===== config.mk =====
export PLATFORM = sky130hd
export DESIGN_NAME = ect_timer
export DESIGN_NICKNAME = d
export VERILOG_FILES = /design/src/logic/ect_pkg.sv /design/src/logic/ect_edge_sync.sv /design/src/logic/ect_timer.sv
export SDC_FILE = /design/constraint.sdc
export NUM_CORES = 1
export LEC_CHECK = 0
export ABC_AREA = 1
export BUFFER_PORTS_ARGS = -buffer_cell sky130_fd_sc_hd__clkbuf_2
export CAP_MARGIN = 20
export CORE_ASPECT_RATIO = 1.1
export CORE_UTILIZATION = 49
export CTS_CLUSTER_SIZE = 14
export DETAILED_ROUTE_END_ITERATION = 8
export PLACE_DENSITY_LB_ADDON = 0.05
export SYNTH_ARGS = -nofsm -noshare
export SYNTH_HDL_FRONTEND = slang
export SYNTH_SLANG_ARGS = --single-unit

===== constraint.sdc =====
create_clock -name CLK_SYS -period 2.4 [get_ports CLK_SYS]
set_clock_uncertainty 0.05 [all_clocks]
set_input_delay 0.12 -clock CLK_SYS [delete_from_list [all_inputs] [get_ports CLK_SYS]]
set_output_delay 0.12 -clock CLK_SYS [all_outputs]
set_load 0.01 [all_outputs]

===== src/logic/ect_pkg.sv =====
// package: register map, field layouts, enums and reset values of the compare timer
// Summary of operation
// - match flag a set when count equals constant a
// - no match a during constant a write cycle
// - both constants 8-bit read/write, reset all ones
// - irq enables bits 7,6,5 gate flags
// - clear field 00 none, 01 match a, 10 match b
// - clear code 11 clears on external clear rise
// - internal clocks divide by 4 to 128, code 000 stops
// - code 100 stops; 101/110/111 external edges
// - match flag b bit 7 on count equal b
// - flags cleared by writing 0 after reading 1
// - wrap flag bit 5 on ff to 00
// - flags bit 4 always reads one
// - match b drives output per upper action field
// - match a drives output per lower action field
// - actions independent; output low after reset
// - control bits reset to 0, read/write; ctl1 bits 7:5 and 1 read as one
// - counter 8-bit up, cpu read/write, resets zero
// - match raised in last state of equality
// - gate enable halts on clear, trigger resumes
// - trigger edge 00 off, 01 rise, 10 fall, 11 both
package ect_pkg;

  // ************************************************
  // register map
  // ************************************************
  localparam int ADDR_W = 8;
  localparam logic [7:0] OFF_COUNT = 8'h00;
  localparam logic [7:0] OFF_CMP_A = 8'h04;
  localparam logic [7:0] OFF_CMP_B = 8'h08;
  localparam logic [7:0] OFF_CTL0 = 8'h0C;
  localparam logic [7:0] OFF_FLAGS = 8'h10;
  localparam logic [7:0] OFF_CTL1 = 8'h14;

  // ************************************************
  // reset values and field positions
  // ************************************************
  localparam logic [7:0] COUNT_RST = 8'h00;
  localparam logic [7:0] CMP_RST = 8'hFF;
  localparam logic [7:0] CTL_RST = 8'h00;
  localparam logic [7:0] COUNT_MAX = 8'hFF;
  localparam int FLAG_B_BIT = 7;
  localparam int FLAG_A_BIT = 6;
  localparam int FLAG_W_BIT = 5;
  localparam int FLAG_RSVD_BIT = 4;
  localparam int PRE_W = 7;

  // ************************************************
  // modes
  // ************************************************
  typedef enum logic [1:0] {
    CLR_NONE = 2'b00,
    CLR_MATCH_A = 2'b01,
    CLR_MATCH_B = 2'b10,
    CLR_EXT = 2'b11
  } ect_clear_t;

  typedef enum logic [1:0] {
    ACT_KEEP = 2'b00,
    ACT_LOW = 2'b01,
    ACT_HIGH = 2'b10,
    ACT_TOGGLE = 2'b11
  } ect_action_t;

  typedef enum logic [1:0] {
    TRG_OFF = 2'b00,
    TRG_RISE = 2'b01,
    TRG_FALL = 2'b10,
    TRG_BOTH = 2'b11
  } ect_trig_t;

  localparam logic [2:0] CKS_EXT_RISE = 3'h5;
  localparam logic [2:0] CKS_EXT_FALL = 3'h6;
  localparam logic [2:0] CKS_EXT_BOTH = 3'h7;

  // ************************************************
  // register layouts
  // ************************************************
  typedef struct packed {
    logic match_b_irq_enable;
    logic match_a_irq_enable;
    logic wrap_irq_enable;
    ect_clear_t clear_select;
    logic [2:0] clock_select;
  } ect_ctl0_t;

  typedef struct packed {
    ect_trig_t trigger_edge;
    logic trigger_gate_enable;
    logic divisor_pick;
  } ect_ctl1_t;

  typedef struct packed {
    ect_action_t match_b_action;
    ect_action_t match_a_action;
  } ect_outsel_t;

  typedef struct packed {
    logic trigger_in;
    logic ext_clear_in;
    logic ext_count_in;
  } ect_pins_t;

endpackage


===== src/logic/ect_edge_sync.sv =====
// two-stage synchroniser with rise and fall detection per pin
`timescale 1ns/1ns
module ect_edge_sync #(
  parameter int W = 3
) (
  input wire logic clk,
  input wire logic rst,
  input wire logic [W-1:0] pin_in,
  output logic [W-1:0] rise,
  output logic [W-1:0] fall
);
  logic [W-1:0] meta_q;
  logic [W-1:0] sync_q;
  logic [W-1:0] prev_q;

  // first stage feeds only the second stage
  always_ff @(posedge clk) begin
    if (rst) begin
      meta_q <= '0;
      sync_q <= '0;
      prev_q <= '0;
    end else begin
      meta_q <= pin_in;
      sync_q <= meta_q;
      prev_q <= sync_q;
    end
  end

  genvar i;
  generate
    for (i = 0; i < W; i++) begin : g_edge
      assign rise[i] = sync_q[i] & ~prev_q[i];
      assign fall[i] = ~sync_q[i] & prev_q[i];
    end
  endgenerate
endmodule // ect_edge_sync


===== src/logic/ect_timer.sv =====
// top: apb-mapped 8-bit compare timer with waveform output
`timescale 1ns/1ns
module ect_timer (
  input wire logic CLK_SYS,
  input wire logic SYS_RST,
  input wire logic PSEL,
  input wire logic PENABLE,
  input wire logic PWRITE,
  input wire logic [ect_pkg::ADDR_W-1:0] PADDR,
  input wire logic [31:0] PWDATA,
  output logic [31:0] PRDATA,
  output logic PREADY,
  output logic PSLVERR,
  input wire logic EXT_COUNT_IN,
  input wire logic EXT_CLEAR_IN,
  input wire logic TRIGGER_IN,
  output logic WAVE_OUT,
  output logic IRQ_REQ
);

  // ************************************************
  // state
  // ************************************************
  logic [7:0] count_q;
  logic [7:0] cmp_a_q;
  logic [7:0] cmp_b_q;
  ect_pkg::ect_ctl0_t ctl0_q;
  ect_pkg::ect_ctl1_t ctl1_q;
  ect_pkg::ect_outsel_t outsel_q;
  logic [2:0] flags_q;
  logic [2:0] armed_q;
  logic [ect_pkg::PRE_W-1:0] pre_q;
  logic run_q;
  logic wave_q;
  logic ready_q;
  logic [31:0] rdata_q;
  logic slverr_q;
  logic irq_q;

  // ************************************************
  // bus decode
  // ************************************************
  logic access;
  logic commit;
  logic wr;
  logic rd;
  logic hit;
  logic wr_count;
  logic wr_cmp_a;
  logic wr_flags;
  logic [7:0] rd_mux;
  logic [7:0] flags_view;

  assign access = PSEL & PENABLE;
  assign commit = access & ready_q;
  assign wr = commit & PWRITE;
  assign rd = commit & ~PWRITE;
  assign wr_count = wr & (PADDR == ect_pkg::OFF_COUNT);
  assign wr_cmp_a = wr & (PADDR == ect_pkg::OFF_CMP_A);
  assign wr_flags = wr & (PADDR == ect_pkg::OFF_FLAGS);

  assign flags_view = {flags_q, 1'b1, outsel_q};

  always_comb begin
    hit = 1'b1;
    case (PADDR)
      ect_pkg::OFF_COUNT: rd_mux = count_q;
      ect_pkg::OFF_CMP_A: rd_mux = cmp_a_q;
      ect_pkg::OFF_CMP_B: rd_mux = cmp_b_q;
      ect_pkg::OFF_CTL0: rd_mux = ctl0_q;
      ect_pkg::OFF_FLAGS: rd_mux = flags_view;
      ect_pkg::OFF_CTL1: rd_mux = {3'b111, ctl1_q[3:1], 1'b1, ctl1_q[0]};
      default: begin
        rd_mux = 8'h00;
        hit = 1'b0;
      end
    endcase
  end

  // one wait state: answer is registered, so every access phase lasts two cycles
  always_ff @(posedge CLK_SYS) begin
    if (SYS_RST) begin
      ready_q <= 1'b0;
      rdata_q <= 32'h0000_0000;
      slverr_q <= 1'b0;
    end else begin
      ready_q <= access & ~ready_q;
      if (access & ~ready_q) begin
        rdata_q <= {24'h00_0000, rd_mux};
        slverr_q <= ~hit;
      end
    end
  end

  // ************************************************
  // pin synchronisation
  // ************************************************
  ect_pkg::ect_pins_t pins;
  logic [2:0] pin_rise;
  logic [2:0] pin_fall;

  assign pins = '{trigger_in: TRIGGER_IN, ext_clear_in: EXT_CLEAR_IN,
                  ext_count_in: EXT_COUNT_IN};

  ect_edge_sync #(.W(3)) u_sync (
    .clk(CLK_SYS),
    .rst(SYS_RST),
    .pin_in(pins),
    .rise(pin_rise),
    .fall(pin_fall)
  );

  // ************************************************
  // count clock selection
  // ************************************************
  logic [2:0] shamt;
  logic [ect_pkg::PRE_W-1:0] pre_mask;
  logic int_tick;
  logic ext_tick;
  logic tick;
  logic trig_hit;

  // divide by 2^shamt; tick on the falling edge of that prescaler bit
  assign shamt = {ctl0_q.clock_select[1:0], 1'b0} + {2'b00, ctl1_q.divisor_pick};
  assign pre_mask = ect_pkg::PRE_W'((8'h01 << shamt) - 8'h01);
  assign int_tick = ~ctl0_q.clock_select[2] & (ctl0_q.clock_select[1:0] != 2'b00)
                    & (&(pre_q | ~pre_mask));

  always_comb begin
    case (ctl0_q.clock_select)
      ect_pkg::CKS_EXT_RISE: ext_tick = pin_rise[0];
      ect_pkg::CKS_EXT_FALL: ext_tick = pin_fall[0];
      ect_pkg::CKS_EXT_BOTH: ext_tick = pin_rise[0] | pin_fall[0];
      default: ext_tick = 1'b0;
    endcase
  end

  always_comb begin
    case (ctl1_q.trigger_edge)
      ect_pkg::TRG_RISE: trig_hit = pin_rise[2];
      ect_pkg::TRG_FALL: trig_hit = pin_fall[2];
      ect_pkg::TRG_BOTH: trig_hit = pin_rise[2] | pin_fall[2];
      default: trig_hit = 1'b0;
    endcase
  end

  assign tick = (int_tick | ext_tick) & run_q;

  always_ff @(posedge CLK_SYS) begin
    if (SYS_RST) begin
      pre_q <= '0;
    end else begin
      pre_q <= pre_q + 1'b1;
    end
  end

  // ************************************************
  // compare, clear, overflow
  // ************************************************
  logic eq_a;
  logic eq_b;
  logic match_a;
  logic match_b;
  logic clr_match;
  logic clr_ext;
  logic clear_now;
  logic wrap;

  // a write landing in constant a must not produce a false match
  assign eq_a = (count_q == cmp_a_q) & ~wr_cmp_a;
  assign eq_b = (count_q == cmp_b_q);
  // match fires in the last cycle the values are equal, just before they part
  assign match_a = eq_a & tick;
  assign match_b = eq_b & tick;
  assign clr_match = ((ctl0_q.clear_select == ect_pkg::CLR_MATCH_A) & match_a)
                   | ((ctl0_q.clear_select == ect_pkg::CLR_MATCH_B) & match_b);
  assign clr_ext = (ctl0_q.clear_select == ect_pkg::CLR_EXT) & pin_rise[1];
  assign clear_now = clr_match | clr_ext;
  assign wrap = tick & (count_q == ect_pkg::COUNT_MAX) & ~clear_now & ~wr_count;

  always_ff @(posedge CLK_SYS) begin
    if (SYS_RST) begin
      count_q <= ect_pkg::COUNT_RST;
    end else if (wr_count) begin
      count_q <= PWDATA[7:0];
    end else if (clear_now) begin
      count_q <= ect_pkg::COUNT_RST;
    end else if (tick) begin
      count_q <= count_q + 8'h01;
    end
  end

  always_ff @(posedge CLK_SYS) begin
    if (SYS_RST) begin
      run_q <= 1'b1;
    end else if (!ctl1_q.trigger_gate_enable) begin
      run_q <= 1'b1;
    end else if (trig_hit) begin
      run_q <= 1'b1;
    end else if (clear_now) begin
      run_q <= 1'b0;
    end
  end

  // ************************************************
  // software registers
  // ************************************************
  always_ff @(posedge CLK_SYS) begin
    if (SYS_RST) begin
      cmp_a_q <= ect_pkg::CMP_RST;
      cmp_b_q <= ect_pkg::CMP_RST;
    end else begin
      if (wr_cmp_a) begin
        cmp_a_q <= PWDATA[7:0];
      end
      if (wr & (PADDR == ect_pkg::OFF_CMP_B)) begin
        cmp_b_q <= PWDATA[7:0];
      end
    end
  end

  always_ff @(posedge CLK_SYS) begin
    if (SYS_RST) begin
      ctl0_q <= ect_pkg::CTL_RST;
      ctl1_q <= '0;
      outsel_q <= '0;
    end else begin
      if (wr & (PADDR == ect_pkg::OFF_CTL0)) begin
        ctl0_q <= PWDATA[7:0];
      end
      if (wr & (PADDR == ect_pkg::OFF_CTL1)) begin
        ctl1_q <= {PWDATA[4:2], PWDATA[0]};
      end
      if (wr_flags) begin
        outsel_q <= PWDATA[3:0];
      end
    end
  end

  // ************************************************
  // flags: a zero write clears only a bit last read as one
  // ************************************************
  logic [2:0] flag_set;
  logic [2:0] flag_clr;

  assign flag_set = {match_b, match_a, wrap};
  assign flag_clr = {3{wr_flags}} & armed_q
                  & ~PWDATA[ect_pkg::FLAG_B_BIT:ect_pkg::FLAG_W_BIT];

  always_ff @(posedge CLK_SYS) begin
    if (SYS_RST) begin
      flags_q <= 3'h0;
      armed_q <= 3'h0;
    end else begin
      flags_q <= flag_set | (flags_q & ~flag_clr);
      if (rd & (PADDR == ect_pkg::OFF_FLAGS)) begin
        // arm from the word handed back, not from flags set after it was latched
        armed_q <= rdata_q[ect_pkg::FLAG_B_BIT:ect_pkg::FLAG_W_BIT];
      end else if (wr_flags) begin
        armed_q <= 3'h0;
      end
    end
  end

  always_ff @(posedge CLK_SYS) begin
    if (SYS_RST) begin
      irq_q <= 1'b0;
    end else begin
      irq_q <= |(flags_q & {ctl0_q.match_b_irq_enable, ctl0_q.match_a_irq_enable,
                            ctl0_q.wrap_irq_enable});
    end
  end

  // ************************************************
  // waveform output
  // ************************************************
  function automatic logic apply_act(input ect_pkg::ect_action_t act, input logic lvl);
    case (act)
      ect_pkg::ACT_LOW: apply_act = 1'b0;
      ect_pkg::ACT_HIGH: apply_act = 1'b1;
      ect_pkg::ACT_TOGGLE: apply_act = ~lvl;
      default: apply_act = lvl;
    endcase
  endfunction

  logic wave_a;
  logic wave_d;

  assign wave_a = match_a ? apply_act(outsel_q.match_a_action, wave_q) : wave_q;
  // both matches in one cycle: match b acts on the result of match a
  assign wave_d = match_b ? apply_act(outsel_q.match_b_action, wave_a) : wave_a;

  always_ff @(posedge CLK_SYS) begin
    if (SYS_RST) begin
      wave_q <= 1'b0;
    end else begin
      wave_q <= wave_d;
    end
  end

  assign PRDATA = rdata_q;
  assign PREADY = ready_q;
  assign PSLVERR = slverr_q;
  assign WAVE_OUT = wave_q;
  assign IRQ_REQ = irq_q;

  // ************************************************
  // checks
  // ************************************************
  chk_match_a_flag: assert property (@(posedge CLK_SYS) disable iff (SYS_RST)
    (eq_a && tick) |=> flags_q[1]) else $error("match a did not set its flag");
  chk_cmp_write_mask: assert property (@(posedge CLK_SYS) disable iff (SYS_RST)
    (wr_cmp_a && !flags_q[1]) |=> !flags_q[1]) else $error("match a raised during constant write");
  chk_cmp_reset: assert property (@(posedge CLK_SYS)
    SYS_RST |=> (cmp_a_q == 8'hFF) && (cmp_b_q == 8'hFF)) else $error("constants not ff");
  chk_irq_gate: assert property (@(posedge CLK_SYS) disable iff (SYS_RST)
    (flags_q[2] && ctl0_q.match_b_irq_enable) |=> IRQ_REQ) else $error("irq b missing");
  chk_clear_match: assert property (@(posedge CLK_SYS) disable iff (SYS_RST)
    (ctl0_q.clear_select == ect_pkg::CLR_MATCH_B && match_b && !wr_count)
    |=> count_q == 8'h00) else $error("match b clear failed");
  chk_ext_clear: assert property (@(posedge CLK_SYS) disable iff (SYS_RST)
    (clr_ext && !wr_count) |=> count_q == 8'h00) else $error("external clear failed");
  chk_stop_codes: assert property (@(posedge CLK_SYS) disable iff (SYS_RST)
    (ctl0_q.clock_select[1:0] == 2'b00 && !wr_count && !clr_ext) |=> $stable(count_q))
    else $error("counted while stopped");
  chk_wrap_flag: assert property (@(posedge CLK_SYS) disable iff (SYS_RST)
    ($past(count_q) == 8'hFF && count_q == 8'h00 && !$past(clear_now) && !$past(wr_count))
    |-> flags_q[0]) else $error("wrap flag not set");
  chk_flag_clear: assert property (@(posedge CLK_SYS) disable iff (SYS_RST)
    $fell(flags_q[0]) |-> $past(wr_flags && armed_q[0])) else $error("flag cleared unread");
  chk_rsvd_read: assert property (@(posedge CLK_SYS) disable iff (SYS_RST)
    (rd && PADDR == ect_pkg::OFF_FLAGS) |-> PRDATA[4]) else $error("reserved bit not one");
  chk_wave_a_high: assert property (@(posedge CLK_SYS) disable iff (SYS_RST)
    (match_a && !match_b && outsel_q.match_a_action == ect_pkg::ACT_HIGH) |=> WAVE_OUT)
    else $error("match a high action missing");
  chk_cpu_priority: assert property (@(posedge CLK_SYS) disable iff (SYS_RST)
    wr_count |=> count_q == $past(PWDATA[7:0])) else $error("counter write lost");
  chk_gate_halt: assert property (@(posedge CLK_SYS) disable iff (SYS_RST)
    (ctl1_q.trigger_gate_enable && clear_now && !trig_hit) |=> !run_q)
    else $error("gate did not halt on clear");

endmodule // ect_timer


# After elaboration in Yosys (flattened, before gate mapping)
# Cells that the tools add are included.
classes:
  addsub: 4
  eq_ne: 23
  n_shift: 1
  mux: 13
  bitwise_logic: 58
  reduce_logical: 8
ops:
  columns: ["op", "n"]
  rows:
  - ["$pmux W8 S6", 1]
  - ["$and A1 B1 Y1", 29]
  - ["$mux W8", 3]
  - ["$eq A2 B2 Y1 const B", 8]
  - ["$eq A8 B4 Y1 const B", 2]
  - ["$eq A8 B5 Y1 const B", 2]
  - ["$eq A8 B8 Y1", 2]
  - ["$not A1 Y1", 15]
  - ["$and A3 B3 Y3", 4]
  - ["$pmux W1 S3", 4]
  - ["$eq A3 B3 Y1 const B", 3]
  - ["$add A8 B1 Y8 const B", 1]
  - ["$eq A2 B1 Y1 const B", 4]
  - ["$eq A8 B3 Y1 const B", 1]
  - ["$eq A8 B8 Y1 const B", 1]
  - ["$logic_not A8 Y1", 1]
  - ["$add A7 B1 Y7 const B", 1]
  - ["$not A7 Y7", 1]
  - ["$or A7 B7 Y7", 1]
  - ["$reduce_and A7 Y1", 1]
  - ["$shl A1 B3 Y7 const A", 1]
  - ["$sub A7 B1 Y7 const B", 1]
  - ["$mux W3", 2]
  - ["$not A3 Y3", 2]
  - ["8 further kinds", 16]
totals:
  regBits: 75
  inputBits: 48
  out_inout_bits: 36
  wordCells: 132

# Depth between registers and ports, before layout
# Gate-level depths: netlist of run 1.
depth:
  word_depth: 17
  mapped_depth: 19

# Modules after synthesis
# From an unflattened synthesis of run 1, not the netlist that was laid out.
hier_totals:
  hier_cells: 587
  hier_area_um2: 4021.4
by_module_without_submodules:
  columns: ["mod", "instances", "cells_each", "area_each_um2", "seq_area_each_um2"]
  rows:
  - ["ect_timer", 1, 550, 3728.6, 1321.3]
  - ["ect_edge_sync", 1, 37, 292.8, 180.2]

# Least setup slack after synthesis of run 1
# OpenSTA, ideal clock, no wires.
synth_path:
  path_kind: "register -> register"
  startpoint: "register ctl0_q[0] in the netlist's numbering"
  endpoint: "register count_q[0]"
  setup_time_ns: 0.064
  t_arrival_ns: 1.926
  slack_ns: 0.360
  stages_incl_launch_ff: 18
  path_buffers: 1
  synth_period_minus_slack_ns: 2.040
  path_cell_list: "dfxtp_1 > buf_6 > nor2_2 > nand2_1 > ha_1 > inv_1 > nand3_1 > nand2_1 > nand2_1 > nand2_1 > nor2_1 > nand2_2 > nand2_4 > nand2_2 > nand2_1 > nor3_4 > nor2_1 > nor2_1"
synth_via:
  elab_chain_cells: 15
  elab_cells_between_ends: 24
synth_lines:
  columns: ["item", "line", "source"]
  rows:
  - ["start: declaration", "ect_timer.sv:27", "ect_pkg::ect_ctl0_t ctl0_q;"]
  - ["start signal: assignment", "ect_timer.sv:224", "ctl0_q <= ect_pkg::CTL_RST;"]
  - ["start signal: assignment", "ect_timer.sv:229", "ctl0_q <= PWDATA[7:0];"]
  - ["$add A3 B1 Y3", "ect_timer.sv:124", "assign shamt = {ctl0_q.clock_select[1:0], 1'b0} + {2'b00, ctl1_q.divisor_pick};"]
  - ["$shl A1 B3 Y7", "ect_timer.sv:125", "assign pre_mask = ect_pkg::PRE_W'((8'h01 << shamt) - 8'h01);"]
  - ["$sub A7 B1 Y7", "ect_timer.sv:125", null]
  - ["$not A7 Y7", "ect_timer.sv:127", "& (&(pre_q | ~pre_mask));"]
  - ["$or A7 B7 Y7", "ect_timer.sv:127", null]
  - ["$reduce_and A7 Y1", "ect_timer.sv:127", null]
  - ["$and A1 B1 Y1", "ect_timer.sv:127", null]
  - ["$or A1 B1 Y1 *", "ect_timer.sv:147", "assign tick = (int_tick | ext_tick) & run_q;"]
  - ["$and A1 B1 Y1 *", "ect_timer.sv:147", null]
  - ["$and A1 B1 Y1 (on tied branches)", "ect_timer.sv:173, ect_timer.sv:174", null]
  - ["$and A1 B1 Y1 (on tied branches)", "ect_timer.sv:175, ect_timer.sv:176", null]
  - ["$or A1 B1 Y1", "ect_timer.sv:176", "| ((ctl0_q.clear_select == ect_pkg::CLR_MATCH_B) & match_b);"]
  - ["$or A1 B1 Y1", "ect_timer.sv:178", "assign clear_now = clr_match | clr_ext;"]
  - ["$mux W8", "ect_timer.sv:186", "end else if (clear_now) begin"]
  - ["$mux W8", "ect_timer.sv:184", "end else if (wr_count) begin"]
  - ["end signal: assignment", "ect_timer.sv:183", "count_q <= ect_pkg::COUNT_RST;"]
  - ["end signal: assignment", "ect_timer.sv:185", "count_q <= PWDATA[7:0];"]
  - ["end signal: assignment", "ect_timer.sv:187", "count_q <= ect_pkg::COUNT_RST;"]
  - ["end: declaration", "ect_timer.sv:24", "logic [7:0] count_q;"]
# Mark *: on every way between the ends. The rest lies on a longest branch, timed or not.
# A chain may end at the register's enable or synchronous reset.

# Worst setup path after layout of run 1
layout_path:
  startpoint: "register ctl1_q[0] in the netlist's numbering"
  endpoint: "register count_q[4]"
layout_via:
  elab_chain_cells: 15
  elab_cells_between_ends: 18
layout_lines:
  columns: ["item", "line", "source"]
  rows:
  - ["start: declaration", "ect_timer.sv:28", "ect_pkg::ect_ctl1_t ctl1_q;"]
  - ["start signal: assignment", "ect_timer.sv:232", "ctl1_q <= {PWDATA[4:2], PWDATA[0]};"]
  - ["$add A3 B1 Y3 *", "ect_timer.sv:124", null]
  - ["$shl A1 B3 Y7 *", "ect_timer.sv:125", null]
  - ["$sub A7 B1 Y7 *", "ect_timer.sv:125", null]
  - ["$not A7 Y7 *", "ect_timer.sv:127", null]
  - ["$or A7 B7 Y7 *", "ect_timer.sv:127", null]
  - ["$reduce_and A7 Y1 *", "ect_timer.sv:127", null]
  - ["$and A1 B1 Y1 *", "ect_timer.sv:127", null]
  - ["$or A1 B1 Y1 *", "ect_timer.sv:147", null]
  - ["$and A1 B1 Y1 *", "ect_timer.sv:147", null]
  - ["$and A1 B1 Y1 (on tied branches)", "ect_timer.sv:173, ect_timer.sv:174", null]
  - ["$and A1 B1 Y1 (on tied branches)", "ect_timer.sv:175, ect_timer.sv:176", null]
  - ["$or A1 B1 Y1", "ect_timer.sv:176", null]
  - ["$or A1 B1 Y1", "ect_timer.sv:178", null]
  - ["$mux W8", "ect_timer.sv:186", null]
  - ["$mux W8", "ect_timer.sv:184", null]
# Marks and branches as above.

==> key figures, run 1 <==
Routing
  – Mean number of vias per cell: 5.17
  – ANT nets after route: 0
  – Via count: 3,802
  – Drt first pass iters: 5
  – DR WL/cell: 14.2 um
  – Routed Wire Length: 10,500 um
  – DRC viols: 0
  – DRT iter0 DRCs: 185

Power and ir drop
  – Switching share of power: 24.0%
  – Static Leak: 2.10 nW
  – Pint: 1.90 mW
  – VDD IR max: 0.259 mV
  – Comb power frac: 6.1%
  – Pwr Density: 539 nW/um^2
  – Clk network pwr share: 42.7%
  – Flop pwr share: 51.2%
  – P_sw: 599 uW

Setup path
  – Cell Chain, Critical Path: inv_2, nand2_1, ha_1, inv_1, a21oi_1, nand2_1, nor2_1, nor2_1, nand2_2, nand2_4, nand2_2, nand2_1, nor3_4, buf_12, nor2_1, nor2_1
  – CP peak stage delay: 0.37 ns
  – Worst Path Max Fanout: 8
  – Crit-path leading delay family: simple AND/OR/NAND/NOR gates
  – WP buf/inv: 3
  – CP endpoint kind: flip-flop
  – WP data arrival: 2.44 ns
  – CP Class: reg2reg
  – Worst EP required: 2.64 ns
  – Most used cell, CP: nor2_1
  – Worst path slowest cell: dfxtp_2
  – Startpoint types: flip-flop

Layout
  – Ant diodes: 0
  – Commonest non-fill, non-tap cell in the layout: nand2_1
  – Finished Core Util: 57.9%
  – Final instance area: 4630 um^2
  – FF+latch area: 1500 um^2
  – Multi-input gate area: 2140 um^2
  – Share of cells above drive strength 1: 16.3%
  – Final #Nets: 678
  – Area grow syn2layout: 12.9%
  – Final cell count without fillers: 735
  – Commonest cells after routing, fill and taps aside: 118 x nand2_1, 74 x dfxtp_1, 64 x inv_1
  – FILL cells: 797

Yosys
  – Seq/Total Area, Yosys: 36.6%
  – Multiplexer share of the synthesized area: 0%
  – Synth warn: 0
  – Simple-Gate Fraction of Synth Area: 29.0%
  – Syn_area_per_cell: 7.11 um^2
  – Compound-cell area share of the yosys netlist: 15.2%
  – Largest family of logic cells by synthesized area: simple AND/OR/NAND/NOR gates
  – XOR/XNOR Fraction of Synth Area: 3.42%
  – Yosys reg bits: 75
  – Mapped Cells: 577
  – Yosys cell types: 40
  – Post-synthesis adder-cell area fraction: 2.13%
  – Synth Cell Area: 4100 um^2

Status
  – Outcome: finished, final reports clean

Placed design
  – Post-DP Area: 4310 um^2
  – DPL Wire Length: 7790 um
  – IO buf count: 35
  – Dpl ws: 0.115 ns
  – Placed cell count: 712
  – RePlAce Congestion: 0.837

Clocking
  – Clk slew on worst S/H paths: 0.08 ns
  – Clock Path Buffers: 2
  – TritonCTS clock tree: yes
  – Clock latency on the worst-skew pair: 0.35 ns
  – H-Tree Depth: 3
  – CTS Sinks: 75
  – Root Buffer: clkbuf_8
  – CTS buffer count: 9

Timing
  – Setup TNS: 0 ns
  – Pins Over Slew Limit: 0
  – Slew of the pin with the lowest slew margin: 0.583 ns
  – Final hold violation count: 0
  – Setup violators final: 0
  – Final Cycle Share: 91.5%
  – F_max: 455 MHz
  – RSZ-0062 raised after global routing: no
  – Final min period: 2.20 ns
  – Slew HR: 61.1%
  – Setup ws final: 0.203 ns

Die
  – Core Footprint: 8000 um^2
  – Initial core utilization: 51.3%
  – IO Count: 84
  – DIE AREA: 8740 um^2
  – FP Rows: 34
  – Die Y: 98.0 um
  – Die X: 89.2 um

GRT
  – Initial antenna violation count: 0
  – Gr usage total: 25.9%
  – Largest net degree at the start of global routing: 56
  – Gr ovfl total: 0
  – First-pass GRT wire length: 17,300 um
  – Vias in the first global route: 3,618

Run
  – Max_cap viols: 0

Min path
  – Hold WC Path Type: in2reg
[stage by stage]
| step | total power [mW] | hold WS, ns |
|---|---|---|
| finish | 2.50 | 0.0189 |
| global route | 2.59 | 0.0463 |
| CTS | 2.52 | 0.0118 |
| detailed placement | 1.45 | 0.265 |
| global placement | 1.45 | 0.263 |
| floorplan | 1.42 | 0.177 |
[layer usage]
metal	track usage, %	routed length (um)
met1	33.4	4740
met2	44.0	5100
met3	3.47	476
met4	8.42	148
met5	0	0
[timing repair]
action / 4_1_cts / 5_1_grt
endpoints found under the setup margin: 0 / 10
buffers inserted: 0 / 3
hold endpoints to repair: 4 / 0
resized for setup: 0 / 1
hold buffers: 4 / 0
[Yosys cell counts]
master,count,area [um^2]
xor2_1,3,26.3
nor3b_1,1,7.51
o21ai_0,32,160
nand2_1,118,443
buf_4,24,180
nand3_1,30,150
nand4_4,2,42.5
nor2_2,7,43.8
xnor2_1,13,114
o221a_2,3,33.8
nand4_1,13,81.3
dfxtp_1,75,1500
a41oi_1,1,8.76
o2111ai_1,1,8.76
a31oi_1,3,18.8
inv_1,64,240
buf_1,2,7.51
nor2_4,2,22.5
ha_1,7,87.6
nor2_1,59,221
a21oi_1,37,185
nor3_4,2,32.5
clkbuf_1,8,30.0
nor4_2,2,25.0
and3_1,1,6.26
buf_2,6,30.0
clkinv_1,1,3.75
o21ai_1,1,5.00
nand2_2,4,25.0
a32oi_1,1,8.76
nor3_2,1,10.0
a221oi_1,4,35.0
conb_1,1,3.75
o22ai_1,3,18.8
a211oi_1,1,7.51
nand2_4,2,22.5
nor3_1,11,55.1
o211ai_1,18,135
buf_6,2,22.5
inv_2,11,41.3
[sequential cells by signal, indices dropped and copies added (netlist names), 4 cells and up]
register and flops:
ctl1_q 4, pre_q 7, ctl0_q 8, cmp_b_q 8, flags_view 4, PRDATA 8, cmp_a_q 8, count_q 8
[power by group through the flow]
stage	Combinational [mW]	Sequential (mW)	Clock, mW
after CTS	0.154	1.28	1.09
final	0.153	1.28	1.07
after global placement	0.146	1.31	0
after floorplan	0.113	1.31	0
after global routing	0.175	1.28	1.14
after detailed placement	0.148	1.31	0
[cell type report]
type                       instances  area share, %
clock buffer                       9           2.67
inverter                          76           6.16
tap                              108           2.92
multi-input combinational        408           46.2
clock inverter                     6           1.94
timing repair buffer              53           7.72
sequential                        75           32.4
[cell families after synthesis]
group	count (synthesis)
AND/OR/NAND/NOR	255
XOR/XNOR	16
flip-flops	75
AO/OA/AOI/OAI	105
buffers and inverters	118
adder cells (fa/ha/maj)	7
other	1
[tightest hold or removal path, cell delays in order]
cell and delay (ns):
clkbuf_2 0.14, nand2_1 0.06, o211ai_1 0.06
[final timing paths]
path                     from                to  slack, ns  cells past startpoint
max                 ctl1_q[0]        count_q[4]       0.20                     16
min                 PWDATA[3]        cmp_a_q[3]       0.02                      3
max reg2reg         ctl1_q[0]        count_q[4]       0.20                     16
min reg2reg  u_sync.meta_q[2]  u_sync.sync_q[2]       0.36                      2
No activity file was read; power rests on OpenSTA's default activity.
==> run 2: changes to the inputs <==
--- a/config.mk
+++ b/config.mk
@@ -9,7 +9,7 @@
 export BUFFER_PORTS_ARGS = -buffer_cell sky130_fd_sc_hd__clkbuf_2
 export CAP_MARGIN = 20
 export CORE_ASPECT_RATIO = 1.1
-export CORE_UTILIZATION = 49
+export CORE_UTILIZATION = 55
 export CTS_CLUSTER_SIZE = 14
 export DETAILED_ROUTE_END_ITERATION = 8
 export PLACE_DENSITY_LB_ADDON = 0.05
==> run 2 against run 1 <==
The run now ends with design-rule violations left; non-clock buffer count rose by 4; hold slack worse by 0.0072 ns; cell area shrank 1.4%; utilization is 6.2 points higher; sequential cell count stayed put; register-to-register slack worse by 0.02 ns; sequential share of layout area rose by 0.45 points; final cell count shrank 2.7%; critical endpoint is now count_q[6]; clock power decreased by 12%; fmax fell by 0.69%; critical path depth is 1 higher; combinational power hardly changed.
==> key figures, run 2 (synthesis results as in run 1) <==
Timing
  – Final hold violation count: 0
  – F_max: 452 MHz
  – Setup violators final: 0
  – RSZ-0062 raised after global routing: yes
  – Final min period: 2.21 ns
  – Final Cycle Share: 92.2%
  – Pins Over Slew Limit: 0
  – Hold Worst Slack: 0.0117 ns
  – Slew of the pin with the lowest slew margin: 0.556 ns
  – Slew HR: 62.9%

Clocking
  – Root Buffer: clkbuf_8
  – Clock Path Buffers: 2
  – TritonCTS clock tree: yes
  – Clock latency on the worst-skew pair: 0.35 ns
  – CTS Sinks: 75
  – Clk slew on worst S/H paths: 0.08 ns
  – H-Tree Depth: 3
  – CTS buffer count: 9

Layout
  – Commonest cells after routing, fill and taps aside: 118 x nand2_1, 74 x dfxtp_1, 64 x inv_1
  – Final #Nets: 681
  – Commonest non-fill, non-tap cell in the layout: nand2_1
  – Finished Core Util: 64.1%
  – Share of cells above drive strength 1: 16.7%
  – Area grow syn2layout: 11.4%
  – Ant diodes: 0

Routing
  – DR WL/cell: 14.5 um
  – Via count: 3,905
  – Routed Wire Length: 10,400 um
  – ANT nets after route: 0
  – DRT iter0 DRCs: 312
  – Mean number of vias per cell: 5.46
  – DRC viols: 14
  – Drt first pass iters: 8

Placed design
  – RePlAce Congestion: 0.863
  – DPL Wire Length: 7590 um
  – IO buf count: 35

Setup path
  – Most used cell, CP: nand2_1
  – CP peak stage delay: 0.32 ns
  – Worst EP required: 2.63 ns
  – Startpoint types: flip-flop
  – CP Class: reg2reg
  – WP data arrival: 2.44 ns
  – CP endpoint kind: flip-flop
  – Cell Chain, Critical Path: nor2_2, nand2_1, ha_1, inv_1, nand3_1, nand2_1, nand2_1, nand2_1, nor2_1, nand2_2, nand2_4, nand2_2, nand2_1, nor3_4, buf_12, nor2_1, nor2_1
  – Worst path slowest cell: dfxtp_1
  – Worst Path Max Fanout: 8

Die
  – DIE AREA: 7810 um^2
  – Die X: 84.4 um
  – Initial core utilization: 57.6%
  – Core Footprint: 7130 um^2
  – Die Y: 92.6 um
  – FP Rows: 32
  – IO Count: 84

Status
  – Failing checks: design-rule violations
  – Outcome: finished with violations

GRT
  – Initial antenna violation count: 0
  – First-pass GRT wire length: 17,400 um
  – Largest net degree at the start of global routing: 52
  – Vias in the first global route: 3,655
  – Gr usage total: 28.4%
  – Gr ovfl total: 0

Power and ir drop
  – Static Leak: 2.09 nW
  – Pwr Density: 519 nW/um^2
  – Design Power: 2.37 mW
  – VDD IR max: 0.270 mV

Min path
  – Hold WC Path Type: in2reg

Run
  – Max_cap viols: 0
-- run 2: changes by cell type in the layout (fill, tap and decap cells not counted) --
cell	before	now
buf_12	3	1
buf_4	11	18
bufinv_16	2	1
clkbuf_1	0	1
clkinv_2	1	2
clkinv_4	1	0
clkinvlp_4	1	2
dlygate4sd3_1	4	3
inv_6	1	0
nor2_2	8	7
-- run 2: cell type report --
type,instances,area [um^2]
Clock inverter,5,55.1
Inverter,76,285
Fill cell,677,2560
Timing Repair Buffer,57,360
Tap cell,85,106
Multi-Input combinational cell,407,2130
Sequential cell,75,1500
Clock buffer,10,128
-- run 2: per-layer routing --
| layer | GRT usage (%) | share of wire, % |
|---|---|---|
| met5 | 0 | 0 |
| met4 | 13.7 | 2.9 |
| met3 | 3.92 | 6.0 |
| met2 | 48.8 | 49 |
| met1 | 35.3 | 43 |
-- run 2: power breakdown --
part           internal, mW  switching, mW
sequential             1.26         0.0132
combinational        0.0508          0.103
clock                 0.471          0.469
-- run 2: worst paths after layout --
check / cells past startpoint / to / slack [ns] / startpoint
hold reg to reg: 2 / u_sync.sync_q[0] / 0.35 / u_sync.meta_q[0]
setup reg to reg: 17 / count_q[6] / 0.19 / ctl0_q[0]
setup / recovery: 17 / count_q[6] / 0.19 / ctl0_q[0]
hold / removal: 3 / cmp_a_q[1] / 0.01 / PWDATA[1]
-- run 2: timing repair --
item | CTS | global route
hold buffers | 3 | 0
setup buffers | 0 | 7
endpoints found under the setup margin | 0 | 10
hold endpoints to repair | 3 | 0
resized for setup | 0 | 1
-- run 2: per-stage QoR --
step | setup WS (ns) | std cells | TNS [ns] | cell area [um^2]
after floorplan | 0.360 | 600 | 0 | 4190
after global placement | 0.166 | 690 | 0 | 4290
after detailed placement | 0.111 | 690 | 0 | 4290
after CTS | 0.0847 | 708 | 0 | 4500
after global routing | -0.00925 | 715 | -0.0172 | 4570
final | 0.188 | 715 | 0 | 4570
-- run 2: critical path: cells and delay by family, from the launching register on --
kind | cells | cell delay, ns
AND/OR/NAND/NOR | 14 | 1.26
flip-flops | 1 | 0.32
buffers and inverters | 2 | 0.26
adder cells (fa/ha/maj) | 1 | 0.24
